**src/include/urs_defs.svh**
```systemverilog
`ifndef URS_DEFS_SVH
`define URS_DEFS_SVH

// ----------------------------------------------------------------
// register addresses
// ----------------------------------------------------------------
`define URS_ADDR_0        3'h0
`define URS_ADDR_1        3'h1
`define URS_ADDR_2        3'h2
`define URS_ADDR_3        3'h3
`define URS_ADDR_4        3'h4
`define URS_ADDR_5        3'h5
`define URS_ADDR_6        3'h6
`define URS_ADDR_7        3'h7

// ----------------------------------------------------------------
// selection keys, field positions, reset values
// ----------------------------------------------------------------
`define URS_ENH_KEY       8'hbf
`define URS_ZERO_BYTE     8'h00
`define URS_RST_VAL       8'h00
`define URS_DIV_EN_BIT    7
`define URS_EXT_FEAT_BIT  4
`define URS_FEAT_SEL_BIT  6
`define URS_GPIO_ACC_BIT  0
`define URS_DEV_REV_VAL   8'h5a

// one bit per register code: stored in a flop / readable back
`define URS_STORE_MASK    32'h3ffbae9c
`define URS_READ_MASK     32'h3ff10c9c

`endif

```
**src/include/urs_pkg.sv**
```systemverilog
package urs_pkg;

  // ----------------------------------------------------------------
  // register selection codes
  // ----------------------------------------------------------------
  typedef enum logic [4:0] {
    URS_NONE       = 5'h00,
    URS_DEV_REV    = 5'h01,
    URS_DIV_LO     = 5'h02,
    URS_DIV_HI     = 5'h03,
    URS_DIV_FRAC   = 5'h04,
    URS_RX_HOLD    = 5'h05,
    URS_TX_HOLD    = 5'h06,
    URS_INT_EN     = 5'h07,
    URS_INT_STAT   = 5'h08,
    URS_FIFO_CTL   = 5'h09,
    URS_LINE_CTL   = 5'h0a,
    URS_MODEM_CTL  = 5'h0b,
    URS_LINE_STAT  = 5'h0c,
    URS_RS485      = 5'h0d,
    URS_MODEM_STAT = 5'h0e,
    URS_SPEC_FN    = 5'h0f,
    URS_SCRATCH    = 5'h10,
    URS_ENH_MODE   = 5'h11,
    URS_FIFO_LVL   = 5'h12,
    URS_TRIG_LVL   = 5'h13,
    URS_FEAT_CTL   = 5'h14,
    URS_ENH_FN     = 5'h15,
    URS_RESUME1    = 5'h16,
    URS_RESUME2    = 5'h17,
    URS_STOP1      = 5'h18,
    URS_STOP2      = 5'h19,
    URS_GPIO_INT   = 5'h1a,
    URS_GPIO_TRI   = 5'h1b,
    URS_GPIO_POL   = 5'h1c,
    URS_GPIO_SEL   = 5'h1d
  } urs_reg_type;

  typedef logic [7:0] urs_byte_type;

endpackage

```
**src/include/urs_sel_if.sv**
```systemverilog
`timescale 1ns/1ps

// ----------------------------------------------------------------
// selection handed from the decoder to the register core
// ----------------------------------------------------------------
interface urs_sel_if;
  urs_pkg::urs_reg_type rd_sel;
  urs_pkg::urs_reg_type wr_sel;
  modport dec  (output rd_sel, output wr_sel);
  modport core (input rd_sel, input wr_sel);
endinterface

```
**src/verilog/urs_decode.sv**
```systemverilog
`timescale 1ns/1ps
`include "urs_defs.svh"

module urs_decode (
  input  wire logic [2:0] i_addr,
  input  wire logic [7:0] i_line_ctl,
  input  wire logic [7:0] i_div_lo,
  input  wire logic [7:0] i_div_hi,
  input  wire logic       i_ext_feat,
  input  wire logic       i_feat_sel,
  input  wire logic       i_gpio_acc,
  urs_sel_if.dec          sel
);

  // ----------------------------------------------------------------
  // mode terms
  // ----------------------------------------------------------------
  wire logic enh      = (i_line_ctl == `URS_ENH_KEY);
  wire logic div_bit  = i_line_ctl[`URS_DIV_EN_BIT];
  wire logic div_acc  = div_bit & ~enh;
  wire logic div_zero = (i_div_lo == `URS_ZERO_BYTE) & (i_div_hi == `URS_ZERO_BYTE);

  urs_pkg::urs_reg_type rd_tab [8];
  urs_pkg::urs_reg_type wr_tab [8];

  // enhanced page 4..7: flow characters or gpio block
  urs_pkg::urs_reg_type enh4, enh5, enh6, enh7;
  assign enh4 = i_gpio_acc ? urs_pkg::URS_GPIO_INT : urs_pkg::URS_RESUME1;
  assign enh5 = i_gpio_acc ? urs_pkg::URS_GPIO_TRI : urs_pkg::URS_RESUME2;
  assign enh6 = i_gpio_acc ? urs_pkg::URS_GPIO_POL : urs_pkg::URS_STOP1;
  assign enh7 = i_gpio_acc ? urs_pkg::URS_GPIO_SEL : urs_pkg::URS_STOP2;

  // read selection per address
  assign rd_tab[0] = enh ? urs_pkg::URS_FIFO_LVL :
                     div_bit ? (div_zero ? urs_pkg::URS_DEV_REV
                                         : urs_pkg::URS_DIV_LO)
                             : urs_pkg::URS_RX_HOLD;
  assign rd_tab[1] = enh ? urs_pkg::URS_FEAT_CTL :
                     div_bit ? urs_pkg::URS_DIV_HI
                             : urs_pkg::URS_INT_EN;
  assign rd_tab[2] = enh ? urs_pkg::URS_ENH_FN :
                     (div_acc & i_ext_feat) ? urs_pkg::URS_DIV_FRAC
                                            : urs_pkg::URS_INT_STAT;
  assign rd_tab[3] = urs_pkg::URS_LINE_CTL;
  assign rd_tab[4] = enh ? enh4 : urs_pkg::URS_MODEM_CTL;
  assign rd_tab[5] = enh ? enh5 : urs_pkg::URS_LINE_STAT;
  assign rd_tab[6] = enh ? enh6 : urs_pkg::URS_MODEM_STAT;
  assign rd_tab[7] = enh ? enh7 :
                     (i_gpio_acc | i_feat_sel) ? urs_pkg::URS_FIFO_LVL
                                               : urs_pkg::URS_SCRATCH;

  // write selection per address; read-only codes never appear here
  assign wr_tab[0] = enh ? urs_pkg::URS_TRIG_LVL :
                     div_bit ? urs_pkg::URS_DIV_LO
                             : urs_pkg::URS_TX_HOLD;
  assign wr_tab[1] = rd_tab[1];
  assign wr_tab[2] = enh ? urs_pkg::URS_ENH_FN :
                     (div_acc & i_ext_feat) ? urs_pkg::URS_DIV_FRAC
                                            : urs_pkg::URS_FIFO_CTL;
  assign wr_tab[3] = urs_pkg::URS_LINE_CTL;
  assign wr_tab[4] = rd_tab[4];
  assign wr_tab[5] = enh ? enh5 : urs_pkg::URS_RS485;
  assign wr_tab[6] = enh ? enh6 :
                     i_ext_feat ? urs_pkg::URS_SPEC_FN : urs_pkg::URS_NONE;
  assign wr_tab[7] = enh ? enh7 :
                     i_gpio_acc ? urs_pkg::URS_NONE :
                     i_feat_sel ? urs_pkg::URS_ENH_MODE
                                : urs_pkg::URS_SCRATCH;

  assign sel.rd_sel = rd_tab[i_addr];
  assign sel.wr_sel = wr_tab[i_addr];

endmodule // urs_decode

```
**src/verilog/urs_pulse_reg.sv**
```systemverilog
`timescale 1ns/1ps
`include "urs_defs.svh"

module urs_pulse_reg (
  input  wire logic       i_core_clk,
  input  wire logic       i_rst_b,
  input  wire logic       i_stb,
  input  wire logic [7:0] i_data,
  output logic            o_stb,
  output logic [7:0]      o_data
);

  // ----------------------------------------------------------------
  // strobe with data, one cycle late; data holds until next strobe
  // ----------------------------------------------------------------
  always_ff @(posedge i_core_clk) begin
    if (!i_rst_b) begin
      o_stb  <= 1'b0;
      o_data <= `URS_RST_VAL;
    end else begin
      o_stb <= i_stb;
      if (i_stb) begin
        o_data <= i_data;
      end
    end
  end

endmodule // urs_pulse_reg

```
**src/verilog/urs_register_select.sv**
```systemverilog
// Operation
// - address 0, divisor access, both divisor bytes zero: read gives device revision.
// - address 0, divisor bit set, not enhanced key: divisor low read/write.
// - address 1 under divisor access: divisor high read/write.
// - address 2 under divisor access with extended features: divisor fraction.
// - address 0, divisor bit clear: read receive holding, write transmit holding.
// - address 1 normally: interrupt enable read/write.
// - address 2: read interrupt status, write fifo control, per extended bit.
// - line control at address 3, modem control at address 4.
// - address 5: read line status; write rs485 setup outside enhanced set.
// - address 6: read modem status; write special function with extended bit.
// - address 7, gpio access clear: scratch pad, or by feature select bit write-only enhanced mode select; writes go nowhere with gpio access set.
// - fifo level count readable at 7 with feature select or gpio access set, at 0 in enhanced set.
// - address 0 in enhanced set: write fifo trigger level.
// - enhanced set: feature control at 1, enhanced function at 2.
// - enhanced set, gpio access clear: flow resume 1,2 then stop 1,2.
// - enhanced set, gpio access set: gpio interrupt, tristate, polarity, select.
`timescale 1ns/1ps
`include "urs_defs.svh"

module urs_register_select #(
  parameter logic [7:0] P_DEV_REV = `URS_DEV_REV_VAL // arbitrary value
) (
  input  wire logic        i_core_clk,
  input  wire logic        i_rst_b,
  // host register port
  input  wire logic [2:0]  i_addr,
  input  wire logic        i_rd,
  input  wire logic        i_wr,
  input  wire logic [7:0]  i_wdata,
  output logic             o_rd_valid,
  output logic [7:0]       o_rdata,
  // live status from the uart datapath
  input  wire logic [7:0]  i_rx_data,
  input  wire logic [7:0]  i_int_status,
  input  wire logic [7:0]  i_line_status,
  input  wire logic [7:0]  i_modem_status,
  input  wire logic [7:0]  i_fifo_level,
  // read side effects
  output logic             o_rx_pop,
  output logic             o_msr_rd,
  // write-only traffic toward the datapath
  output logic             o_tx_push,
  output logic [7:0]       o_tx_data,
  output logic             o_fifo_ctl_wr,
  output logic             o_trig_wr,
  output logic             o_spec_fn_wr,
  // stored configuration
  output logic [7:0]       o_divisor_low,
  output logic [7:0]       o_divisor_high,
  output logic [7:0]       o_divisor_fraction,
  output logic [7:0]       o_interrupt_enable,
  output logic [7:0]       o_fifo_control,
  output logic [7:0]       o_line_control,
  output logic [7:0]       o_modem_control,
  output logic [7:0]       o_rs485_setup,
  output logic [7:0]       o_special_function,
  output logic [7:0]       o_enh_mode_select,
  output logic [7:0]       o_trigger_level,
  output logic [7:0]       o_feature_control,
  output logic [7:0]       o_enhanced_function,
  output logic [31:0]      o_flow_chars,
  output logic [31:0]      o_gpio_cfg
);

  // ----------------------------------------------------------------
  // register code indices
  // ----------------------------------------------------------------
  localparam int IX_DEV_REV  = int'(urs_pkg::URS_DEV_REV);
  localparam int IX_DIV_LO   = int'(urs_pkg::URS_DIV_LO);
  localparam int IX_DIV_HI   = int'(urs_pkg::URS_DIV_HI);
  localparam int IX_DIV_FRAC = int'(urs_pkg::URS_DIV_FRAC);
  localparam int IX_RX_HOLD  = int'(urs_pkg::URS_RX_HOLD);
  localparam int IX_INT_EN   = int'(urs_pkg::URS_INT_EN);
  localparam int IX_INT_STAT = int'(urs_pkg::URS_INT_STAT);
  localparam int IX_FIFO_CTL = int'(urs_pkg::URS_FIFO_CTL);
  localparam int IX_LINE_CTL = int'(urs_pkg::URS_LINE_CTL);
  localparam int IX_MDM_CTL  = int'(urs_pkg::URS_MODEM_CTL);
  localparam int IX_LN_STAT  = int'(urs_pkg::URS_LINE_STAT);
  localparam int IX_RS485    = int'(urs_pkg::URS_RS485);
  localparam int IX_MDM_STAT = int'(urs_pkg::URS_MODEM_STAT);
  localparam int IX_SPEC_FN  = int'(urs_pkg::URS_SPEC_FN);
  localparam int IX_ENH_MODE = int'(urs_pkg::URS_ENH_MODE);
  localparam int IX_FIFO_LVL = int'(urs_pkg::URS_FIFO_LVL);
  localparam int IX_TRIG     = int'(urs_pkg::URS_TRIG_LVL);
  localparam int IX_FEAT_CTL = int'(urs_pkg::URS_FEAT_CTL);
  localparam int IX_ENH_FN   = int'(urs_pkg::URS_ENH_FN);
  localparam int IX_RESUME1  = int'(urs_pkg::URS_RESUME1);
  localparam int IX_GPIO_INT = int'(urs_pkg::URS_GPIO_INT);

  localparam logic [31:0] STORE_MASK = `URS_STORE_MASK;
  localparam logic [31:0] READ_MASK  = `URS_READ_MASK;

  // ----------------------------------------------------------------
  // register storage and decode
  // ----------------------------------------------------------------
  urs_pkg::urs_byte_type regs_r [32];
  urs_pkg::urs_byte_type rd_tab [32];

  urs_sel_if sel ();

  wire logic [4:0] rd_code = sel.rd_sel;
  wire logic [4:0] wr_code = sel.wr_sel;

  // the live line control value steers every selection but address 3, so a write to
  // it changes the map from the very next access onward
  urs_decode u_decode (
    .i_addr     (i_addr),
    .i_line_ctl (regs_r[IX_LINE_CTL]),
    .i_div_lo   (regs_r[IX_DIV_LO]),
    .i_div_hi   (regs_r[IX_DIV_HI]),
    .i_ext_feat (regs_r[IX_ENH_FN][`URS_EXT_FEAT_BIT]),
    .i_feat_sel (regs_r[IX_FEAT_CTL][`URS_FEAT_SEL_BIT]),
    .i_gpio_acc (regs_r[IX_SPEC_FN][`URS_GPIO_ACC_BIT]),
    .sel        (sel.dec)
  );

  // ----------------------------------------------------------------
  // per-code storage and read table
  // ----------------------------------------------------------------
  // one loop builds both: stored codes get a flop, live codes show the
  // datapath input, write-only and unmapped codes read as zero
  genvar g;
  generate
    for (g = 0; g < 32; g++) begin : g_reg
      wire logic hit_wr = i_wr & (wr_code == 5'(g));

      if (STORE_MASK[g]) begin : g_store
        always_ff @(posedge i_core_clk) begin
          if (!i_rst_b) begin
            regs_r[g] <= `URS_RST_VAL;
          end else if (hit_wr) begin
            regs_r[g] <= i_wdata;
          end
        end
      end else begin : g_nostore
        assign regs_r[g] = `URS_RST_VAL;
      end

      if (READ_MASK[g]) begin : g_rd_store
        assign rd_tab[g] = regs_r[g];
      end else if (g == IX_DEV_REV) begin : g_rd_rev
        assign rd_tab[g] = P_DEV_REV;
      end else if (g == IX_RX_HOLD) begin : g_rd_rx
        assign rd_tab[g] = i_rx_data;
      end else if (g == IX_INT_STAT) begin : g_rd_isr
        assign rd_tab[g] = i_int_status;
      end else if (g == IX_LN_STAT) begin : g_rd_lsr
        assign rd_tab[g] = i_line_status;
      end else if (g == IX_MDM_STAT) begin : g_rd_msr
        assign rd_tab[g] = i_modem_status;
      end else if (g == IX_FIFO_LVL) begin : g_rd_lvl
        assign rd_tab[g] = i_fifo_level;
      end else begin : g_rd_zero
        assign rd_tab[g] = `URS_ZERO_BYTE;
      end
    end
  endgenerate

  // ----------------------------------------------------------------
  // read answer
  // ----------------------------------------------------------------
  // the answer is sampled with the selection seen at the request edge,
  // so a write in the same cycle does not alter what is returned
  wire urs_pkg::urs_byte_type rd_val = rd_tab[rd_code];

  urs_pulse_reg u_rd_stage (
    .i_core_clk (i_core_clk),
    .i_rst_b    (i_rst_b),
    .i_stb      (i_rd),
    .i_data     (rd_val),
    .o_stb      (o_rd_valid),
    .o_data     (o_rdata)
  );

  // read side effects: popping the receive fifo, clearing modem deltas
  wire logic rx_pop_nxt  = i_rd & (rd_code == 5'(IX_RX_HOLD));
  wire logic msr_rd_nxt  = i_rd & (rd_code == 5'(IX_MDM_STAT));

  // ----------------------------------------------------------------
  // write-only traffic
  // ----------------------------------------------------------------
  wire logic tx_push_nxt = i_wr & (wr_code == 5'(int'(urs_pkg::URS_TX_HOLD)));
  wire logic fifo_wr_nxt = i_wr & (wr_code == 5'(IX_FIFO_CTL));
  wire logic trig_wr_nxt = i_wr & (wr_code == 5'(IX_TRIG));
  wire logic spec_wr_nxt = i_wr & (wr_code == 5'(IX_SPEC_FN));

  // transmit bytes are not kept here; the datapath takes them on the pulse
  urs_pulse_reg u_tx_stage (
    .i_core_clk (i_core_clk),
    .i_rst_b    (i_rst_b),
    .i_stb      (tx_push_nxt),
    .i_data     (i_wdata),
    .o_stb      (o_tx_push),
    .o_data     (o_tx_data)
  );

  // strobes line up with the stored value updating on the same edge
  always_ff @(posedge i_core_clk) begin
    if (!i_rst_b) begin
      o_rx_pop      <= 1'b0;
      o_msr_rd      <= 1'b0;
      o_fifo_ctl_wr <= 1'b0;
      o_trig_wr     <= 1'b0;
      o_spec_fn_wr  <= 1'b0;
    end else begin
      o_rx_pop      <= rx_pop_nxt;
      o_msr_rd      <= msr_rd_nxt;
      o_fifo_ctl_wr <= fifo_wr_nxt;
      o_trig_wr     <= trig_wr_nxt;
      o_spec_fn_wr  <= spec_wr_nxt;
    end
  end

  // ----------------------------------------------------------------
  // configuration outputs, straight from the storage flops
  // ----------------------------------------------------------------
  assign o_divisor_low       = regs_r[IX_DIV_LO];
  assign o_divisor_high      = regs_r[IX_DIV_HI];
  assign o_divisor_fraction  = regs_r[IX_DIV_FRAC];
  assign o_interrupt_enable  = regs_r[IX_INT_EN];
  assign o_fifo_control      = regs_r[IX_FIFO_CTL];
  assign o_line_control      = regs_r[IX_LINE_CTL];
  assign o_modem_control     = regs_r[IX_MDM_CTL];
  assign o_rs485_setup       = regs_r[IX_RS485];
  assign o_special_function  = regs_r[IX_SPEC_FN];
  assign o_enh_mode_select   = regs_r[IX_ENH_MODE];
  assign o_trigger_level     = regs_r[IX_TRIG];
  assign o_feature_control   = regs_r[IX_FEAT_CTL];
  assign o_enhanced_function = regs_r[IX_ENH_FN];

  // flow characters: resume 1 in the low byte up to stop 2 in the top
  assign o_flow_chars = {regs_r[IX_RESUME1 + 3], regs_r[IX_RESUME1 + 2],
                         regs_r[IX_RESUME1 + 1], regs_r[IX_RESUME1]};

  // gpio: interrupt enable low byte, then tristate, polarity, select
  assign o_gpio_cfg = {regs_r[IX_GPIO_INT + 3], regs_r[IX_GPIO_INT + 2],
                       regs_r[IX_GPIO_INT + 1], regs_r[IX_GPIO_INT]};

endmodule // urs_register_select

```
**config.mk**
```make
export PLATFORM = sky130hd
export DESIGN_NAME = urs_register_select
export DESIGN_NICKNAME = d
export VERILOG_FILES = /design/src/include/urs_pkg.sv /design/src/include/urs_sel_if.sv /design/src/verilog/urs_decode.sv /design/src/verilog/urs_pulse_reg.sv /design/src/verilog/urs_register_select.sv
export VERILOG_INCLUDE_DIRS = /design/src /design/src/include
export SDC_FILE = /design/constraint.sdc
export NUM_CORES = 1
export LEC_CHECK = 0
export CAP_MARGIN = 15
export CORE_MARGIN = 3
export CORE_UTILIZATION = 35
export DETAILED_ROUTE_END_ITERATION = 8
export DONT_BUFFER_PORTS = 1
export GPL_TIMING_DRIVEN = 0
export RECOVER_POWER = 100
export SLEW_MARGIN = 25
export SYNTH_ARGS = -nofsm -noshare
export SYNTH_HDL_FRONTEND = slang
export SYNTH_HIERARCHICAL = 1
export SYNTH_SLANG_ARGS = --single-unit
export TNS_END_PERCENT = 20
```
**constraint.sdc**
```tcl
create_clock -name i_core_clk -period 4.7 [get_ports i_core_clk]
set_clock_uncertainty 0.1 [all_clocks]
set_input_delay 0.705 -clock i_core_clk [delete_from_list [all_inputs] [get_ports i_core_clk]]
set_output_delay 0.705 -clock i_core_clk [all_outputs]
set_load 0.02 [all_outputs]
```
Word-level counts from Yosys, hierarchy flattened
Cells that the tools add are included.
{ "op_classes": {"n_bitwise": 32, "magnitude_cmp": 2, "n_eq_ne": 26, "reduce_logical": 2, "mux": 35} }
{ "op_table": {"columns": ["operator", "n"], "rows": [
  ["$mux 5", 18],
  ["$eq 5x5->1 const B", 13],
  ["$bmux 8 s5", 1],
  ["$bmux 5 s3", 2],
  ["$eq 5x4->1 const B", 6],
  ["$and 1x1->1", 28],
  ["$eq 5x3->1 const B", 4],
  ["$mux 4", 5],
  ["$logic_not 8->1", 2],
  ["$mux 8", 2],
  ["$mux 3", 4],
  ["$eq 5x2->1 const B", 2],
  ["$eq 8x8->1 const B", 1],
  ["$ge 6x6->1 const B", 1],
  ["$not 5->6", 1],
  ["$ge 4x4->1 const B", 1],
  ["$mux 2", 2],
  ["$not 3->4", 1],
  ["$mux 1", 1],
  ["$not 1->1", 1],
  ["$or 1x1->1", 1]
]} }
{ "word_totals": {"output_inout_bits": 191, "regBits": 199, "inputBits": 55, "word_cells": 128} }

Logic depth before layout (Yosys ltp)
{ "depth": {"ltp_word": 13, "mapped_depth": 16, "ltp_nobuf": 13} }

Cells and area by module
Netlist, hierarchy kept.
{ "modules_own_cells": {"columns": ["module", "seq_area_each_um2", "cells_per_inst", "instances", "area_per_inst_um2"], "rows": [
  ["urs_register_select", 3623.5, 1027, 1, 9147.5],
  ["urs_pulse_reg", 180.2, 27, 2, 329.1],
  ["urs_decode", 0.0, 79, 1, 515.5]
]} }

Worst setup path after synthesis
Ideal clock, no wire load.
{ "synth_timing": {"path_kind": "register to register", "startpoint": "reg regs_r, in the netlist o_line_control[7]", "endpoint": "reg regs_r, in the netlist o_fifo_control[7]", "required_ns": 4.472, "setup_time_ns": 0.128, "synth_period_minus_slack_ns": 3.296, "path_stages_with_launch": 16, "slack_ns": 1.404, "path_buffers": 4, "t_arrival_ns": 3.068, "path_cell_list": "dfxtp_1 nand4b_1 or2_2 clkbuf_1 buf_2 ha_1 nor2_1 a21oi_1 o22ai_1 a211oi_1 buf_2 nand4b_1 or3_1 buf_2 mux2i_1 nor2_1"} }
{ "synth_between": {"elab_chain_len": 11, "elab_cells_between_ends": 19, "cone_classes": "eq/ne: 2; mux: 13; bitwise: 4"} }
{ "synth_rtl": {"columns": ["element", "line", "rtl"], "rows": [
  ["from (decl)", "urs_register_select.sv:97", "urs_pkg::urs_byte_type regs_r [32];"],
  ["from (signal, indexed assignment)", "urs_register_select.sv:131", "regs_r[g] <= `URS_RST_VAL;"],
  ["from (signal, indexed assignment)", "urs_register_select.sv:133", "regs_r[g] <= i_wdata;"],
  ["$eq 8x8->1 (no source line)", null, null],
  ["$not 1->1", "urs_decode.sv:20", "wire logic div_acc = div_bit & ~enh;"],
  ["$and 1x1->1", "urs_decode.sv:20", null],
  ["$and 1x1->1", "urs_decode.sv:58", "(div_acc & i_ext_feat) ? urs_pkg::URS_DIV_FRAC"],
  ["$mux 4", "urs_decode.sv:58", null],
  ["$mux 5", "urs_decode.sv:57", "assign wr_tab[2] = enh ? urs_pkg::URS_ENH_FN :"],
  ["$bmux 5 s3 *", "urs_decode.sv:71", "assign sel.wr_sel = wr_tab[i_addr];"],
  ["$mux 5 (implied by the code) * (2 in series)", "urs_decode.sv:71", null],
  ["named net sel.wr_sel[0]", "urs_sel_if.sv:8", "urs_pkg::urs_reg_type wr_sel;"],
  ["$eq 5x4->1 *", "urs_register_select.sv:126", "wire logic hit_wr = i_wr & (wr_code == 5'(g));"],
  ["$and 1x1->1 *", "urs_register_select.sv:126", null]
]} }
Mark *: on every way through the listed nets, which the timed path passes. The rest lies on a longest branch. The select of a mux whose other input is x is not followed.
A chain may end at the register's enable or synchronous reset.

Final worst setup path
{ "layout_timing": {"startpoint": "reg regs_r, in the netlist o_line_control[7]", "endpoint": "reg u_rd_stage.o_data[4]"} }
{ "layout_between": {"elab_cells_between_ends": 21, "cone_classes": "eq/ne: 1; mux: 16; bitwise: 4"} }
{ "layout_lines": {"columns": ["element", "line", "rtl"], "rows": [
  ["$eq 8x8->1 (no source line) or $mux 5 (tied branches)", null, null],
  ["$mux 5 (tied with other cells)", "urs_decode.sv:48", "assign rd_tab[7] = enh ? enh7 :"],
  ["$bmux 5 s3 *", "urs_decode.sv:70", "assign sel.rd_sel = rd_tab[i_addr];"],
  ["$mux 5 (implied by the code) * (2 in series)", "urs_decode.sv:70", null],
  ["named net rd_code[1]", "urs_register_select.sv:102", "wire logic [4:0] rd_code = sel.rd_sel;"],
  ["$not 5->6 (implied by the code) *", "urs_register_select.sv:165", "wire urs_pkg::urs_byte_type rd_val = rd_tab[rd_code];"],
  ["$bmux 8 s5 *", "urs_register_select.sv:165", null],
  ["$mux 8 (implied by the code) * (2 in series)", "urs_register_select.sv:165", null],
  ["named net rd_val[4]", "urs_register_select.sv:165", null],
  ["to (signal assigned)", "urs_pulse_reg.sv:19", "o_data <= `URS_RST_VAL;"],
  ["to (signal assigned)", "urs_pulse_reg.sv:23", "o_data <= i_data;"],
  ["to (decl)", "urs_pulse_reg.sv:10", "output logic [7:0] o_data"]
]} }
Marks and branches as above.

==> run_results.csv <==
group,metric,value,unit
run_status,status,"finished clean",
sta,fin_setup_tns,0,ns
sta,fmax,227.5,MHz
logic_synthesis,synth_ff_type,"dfxtp_1",
placement,portBuffers,0,
cells_and_area,postLayoutCellArea,0.01092,mm^2
clocking,cts_made_buffers,17,
logic_synthesis,syn_avg_cell_area,8.898,um^2
logic_synthesis,synthCells,1160,
cells_and_area,nFillCells,3103,
logic_synthesis,syn-cell-area,0.01032,mm^2
cells_and_area,nets,1241,
grt,grt-ovfl-total,0,
logic_synthesis,ys_seq_area_share,38.60,%
placement,place.gp.congestion,0.9832,
sta,max-slew-margin-rel,29.58,%
grt,grt_max_degree,22,
die,initial_core_util,35.77,%
die,die_y,177.7,um
clocking,cts_max_level,4,
sta,finalSetupViolCount,0,
sta,drv_slew,0,
grt,track_usage,24.20,%
drt,drt_first_pass_iters,5,
sta,worst_pin_slew,1.051,ns
cells_and_area,syn2layout_area_growth,5.807,%
drt,wl,39320,um
drt,detail-route-antenna-nets,0,
sta,fin_crit,4.395,ns
logic_synthesis,synth.distinct_cells,56,
grt,grt_use_met2,39.93,%
worst_setup_path,path_class,"reg -> reg",
grt,grt.busiest_layer,"met2",
clocking,clk_latency,0.45,ns
die,die_area,0.03159,mm^2
hold_path,hold_start,"i_rst_b",
drt,wl_per_cell,24.89,um
worst_setup_path,start_kind,"flip-flop",
logic_synthesis,synth_edf_count,0,
worst_setup_path,cp_max_fo,11,
clocking,cts_hold_buf,0,
drt,drc,0,
worst_setup_path,timing.rr.start,"o_line_control[7]$_SDFFE_PN0P_",
worst_setup_path,cp-end-kind,"flip-flop",
worst_setup_path,r2r_slack,0.30,ns
cells_and_area,drive_above_1_share,6.287,%
die,dieWidth,177.7,um
die,core,0.02886,mm^2
grt,grt_pass1_wl,55850,um
worst_setup_path,cp.required,4.95,ns
clocking,cts_tree,"done",
drt,viasPerCell,5.458,
die,ioPinCount,246,
logic_synthesis,async_flop_share,0,%
sta,finalHoldViolCount,0,
logic_synthesis,ys_warn_count,6,
grt,antenna_found_initial,4,
drt,vias,8623,
hold_path,hold_class,"in -> reg",
run,cap_violations,0,
drt,drtIter0Drc,972,
placement,dpl_cell_area,0.01080,mm^2
die,rows,62,
placement,dpl.hpwl,29660,um
worst_setup_path,critPathArrivalTime,4.65,ns
grt,use_met1,30.91,%
grt,grtUsageMet3,6.440,%
logic_synthesis,syn_nets,1221,
worst_setup_path,crit_start,"o_line_control[7]$_SDFFE_PN0P_",
logic_synthesis,synth-seq-cells,199,
pwr,ir_drop,0.0001913,V
clocking,clock_path_buffers,2,
clocking,cts.clk_slew.worst_paths,0.08,ns
clocking,ctsRootBufferMaster,"clkbuf_16",
clocking,clkSinkCount,199,
sta,grt_setup_unrepaired,"no",
sta,finalCritPeriodShare,93.51,%
pwr,p_leak,0.004231,uW
pwr,p_per_area,340.4,mW/mm^2
grt,first_global_vias,8347,
[sequential cells by signal, indices dropped and copies added (netlist names), 8 cells and up]
name / cells
o_fifo_control: 8
o_feature_control: 8
o_gpio_cfg: 32
o_interrupt_enable: 8
o_special_function: 8
o_flow_chars: 32
o_enhanced_function: 8
o_rs485_setup: 8
o_divisor_fraction: 8
o_divisor_high: 8
o_modem_control: 8
o_divisor_low: 8
rd_tab: 8
o_enh_mode_select: 8
o_line_control: 8
o_trigger_level: 8
u_tx_stage/o_data: 8
u_rd_stage/o_data: 8
[cell usage in the layout (no fill, tap or decap), drive strengths merged, types with 7 or more instances in the layout]
cell,count
o22ai,16
o221ai,8
o211ai,10
dfxtp,199
nand3,14
buf,17
a31oi,10
a21oi,57
mux2i,229
nor2,160
nor3,9
nand4,8
nor2b,21
nand2b,7
inv,19
nand2,53
o21ai,62
a211oi,8
clkbuf,221
[path summary, 6_finish.rpt]
path                                        to  cells after the start
max          u_rd_stage/o_data[4]$_SDFFE_PN0P_                     16
min                       o_trig_wr$_SDFF_PN0_                      1
max reg2reg  u_rd_stage/o_data[4]$_SDFFE_PN0P_                     16
min reg2reg           rd_tab[124]$_SDFFE_PN0P_                      2
[layer usage]
metal,vias up,share of wire [%]
met3,66,10
met1,4172,40
li1,3925,-
met4,2,2.7
met5,-,0.033
met2,458,47
[report_power, final]
| part | switching [uW] | total (uW) | internal [uW] |
|---|---|---|---|
| Clock | 767 | 1550 | 781 |
| Combinational | 305 | 431 | 125 |
| Sequential | 33.6 | 1740 | 1710 |
| Total | 1110 | 3720 | 2610 |
[cells by family after synthesis]
kind of cell / synth area share (%)
flip-flops: 38.60
multiplexers: 22.43
AO/OA/AOI/OAI: 10.83
buffers and inverters: 13.53
adder cells (fa/ha/maj): 0.7273
AND/OR/NAND/NOR: 13.72
XOR/XNOR: 0.1697
[synthesized netlist by cell type, drive strengths merged, types with 7 or more instances]
cell type | n | area [um^2]
o21ai | 62 | 310.3
a31oi | 10 | 62.56
nand4 | 8 | 50.05
inv | 11 | 41.29
clkbuf | 61 | 229.0
nor2b | 21 | 131.4
buf | 158 | 1126
nand2b | 7 | 51.30
o22ai | 16 | 100.1
nand2 | 53 | 198.9
nor2 | 160 | 613.1
o221ai | 8 | 70.07
o211ai | 10 | 75.07
a21oi | 57 | 285.3
a211oi | 8 | 60.06
nand3 | 14 | 70.07
nor3 | 9 | 60.06
dfxtp | 199 | 3984
mux2i | 229 | 2292
[layout make-up]
cell class              count  area, um^2  share of cell area, %
diodes                      3       7.507                0.06874
plain buffers             219       855.8                  7.837
clock buffers              18       439.2                  4.022
clock inverters            14       173.9                  1.593
inverters                  11       41.29                 0.3781
multi-input cells         731        4933                  45.18
flip-flops and latches    199        3985                  36.49
well taps                 384       480.5                  4.400
repair buffers              1       3.754                0.03437
[worst max-delay path, cell delays in order, from the launching register on]
cell and delay (ns):
dfxtp_2 0.51, nand4b_1 0.22, or2_2 0.32, clkbuf_1 0.16, buf_2 0.22, ha_1 0.23
o21ai_0 0.26, o32a_1 0.22, buf_2 0.17, buf_2 0.29, clkbuf_2 0.39, mux2i_1 0.33
o21ai_0 0.11, o21ai_0 0.30, o221ai_1 0.22, mux2i_1 0.17, nor2b_1 0.06
[per-stage QoR]
stage / instances / setup WS [ns] / hold slack [ns] / utilization, % / total power (uW)
after detailed placement: 1544 / 0.2762 / 0.3535 / 37.43 / 2208
after global placement: 1544 / 0.2103 / 0.3451 / 37.43 / 2204
final: 1580 / 0.3048 / 0.2899 / 37.84 / 3718
after floorplan: 1160 / 1.404 / 0.3334 / - / 2064
after CTS: 1576 / 0.2615 / 0.2758 / 39.56 / 3731
after global routing: 1578 / 0.1330 / 0.2814 / 37.83 / 3831
[repair_timing]
action                                  4_1_cts  5_1_grt
endpoints found under the setup margin        0       11
gates resized for setup                       0        4
setup buffers                                 0        1
endpoints found under the hold margin         0        0
No activity file was read; power rests on OpenSTA's default activity.
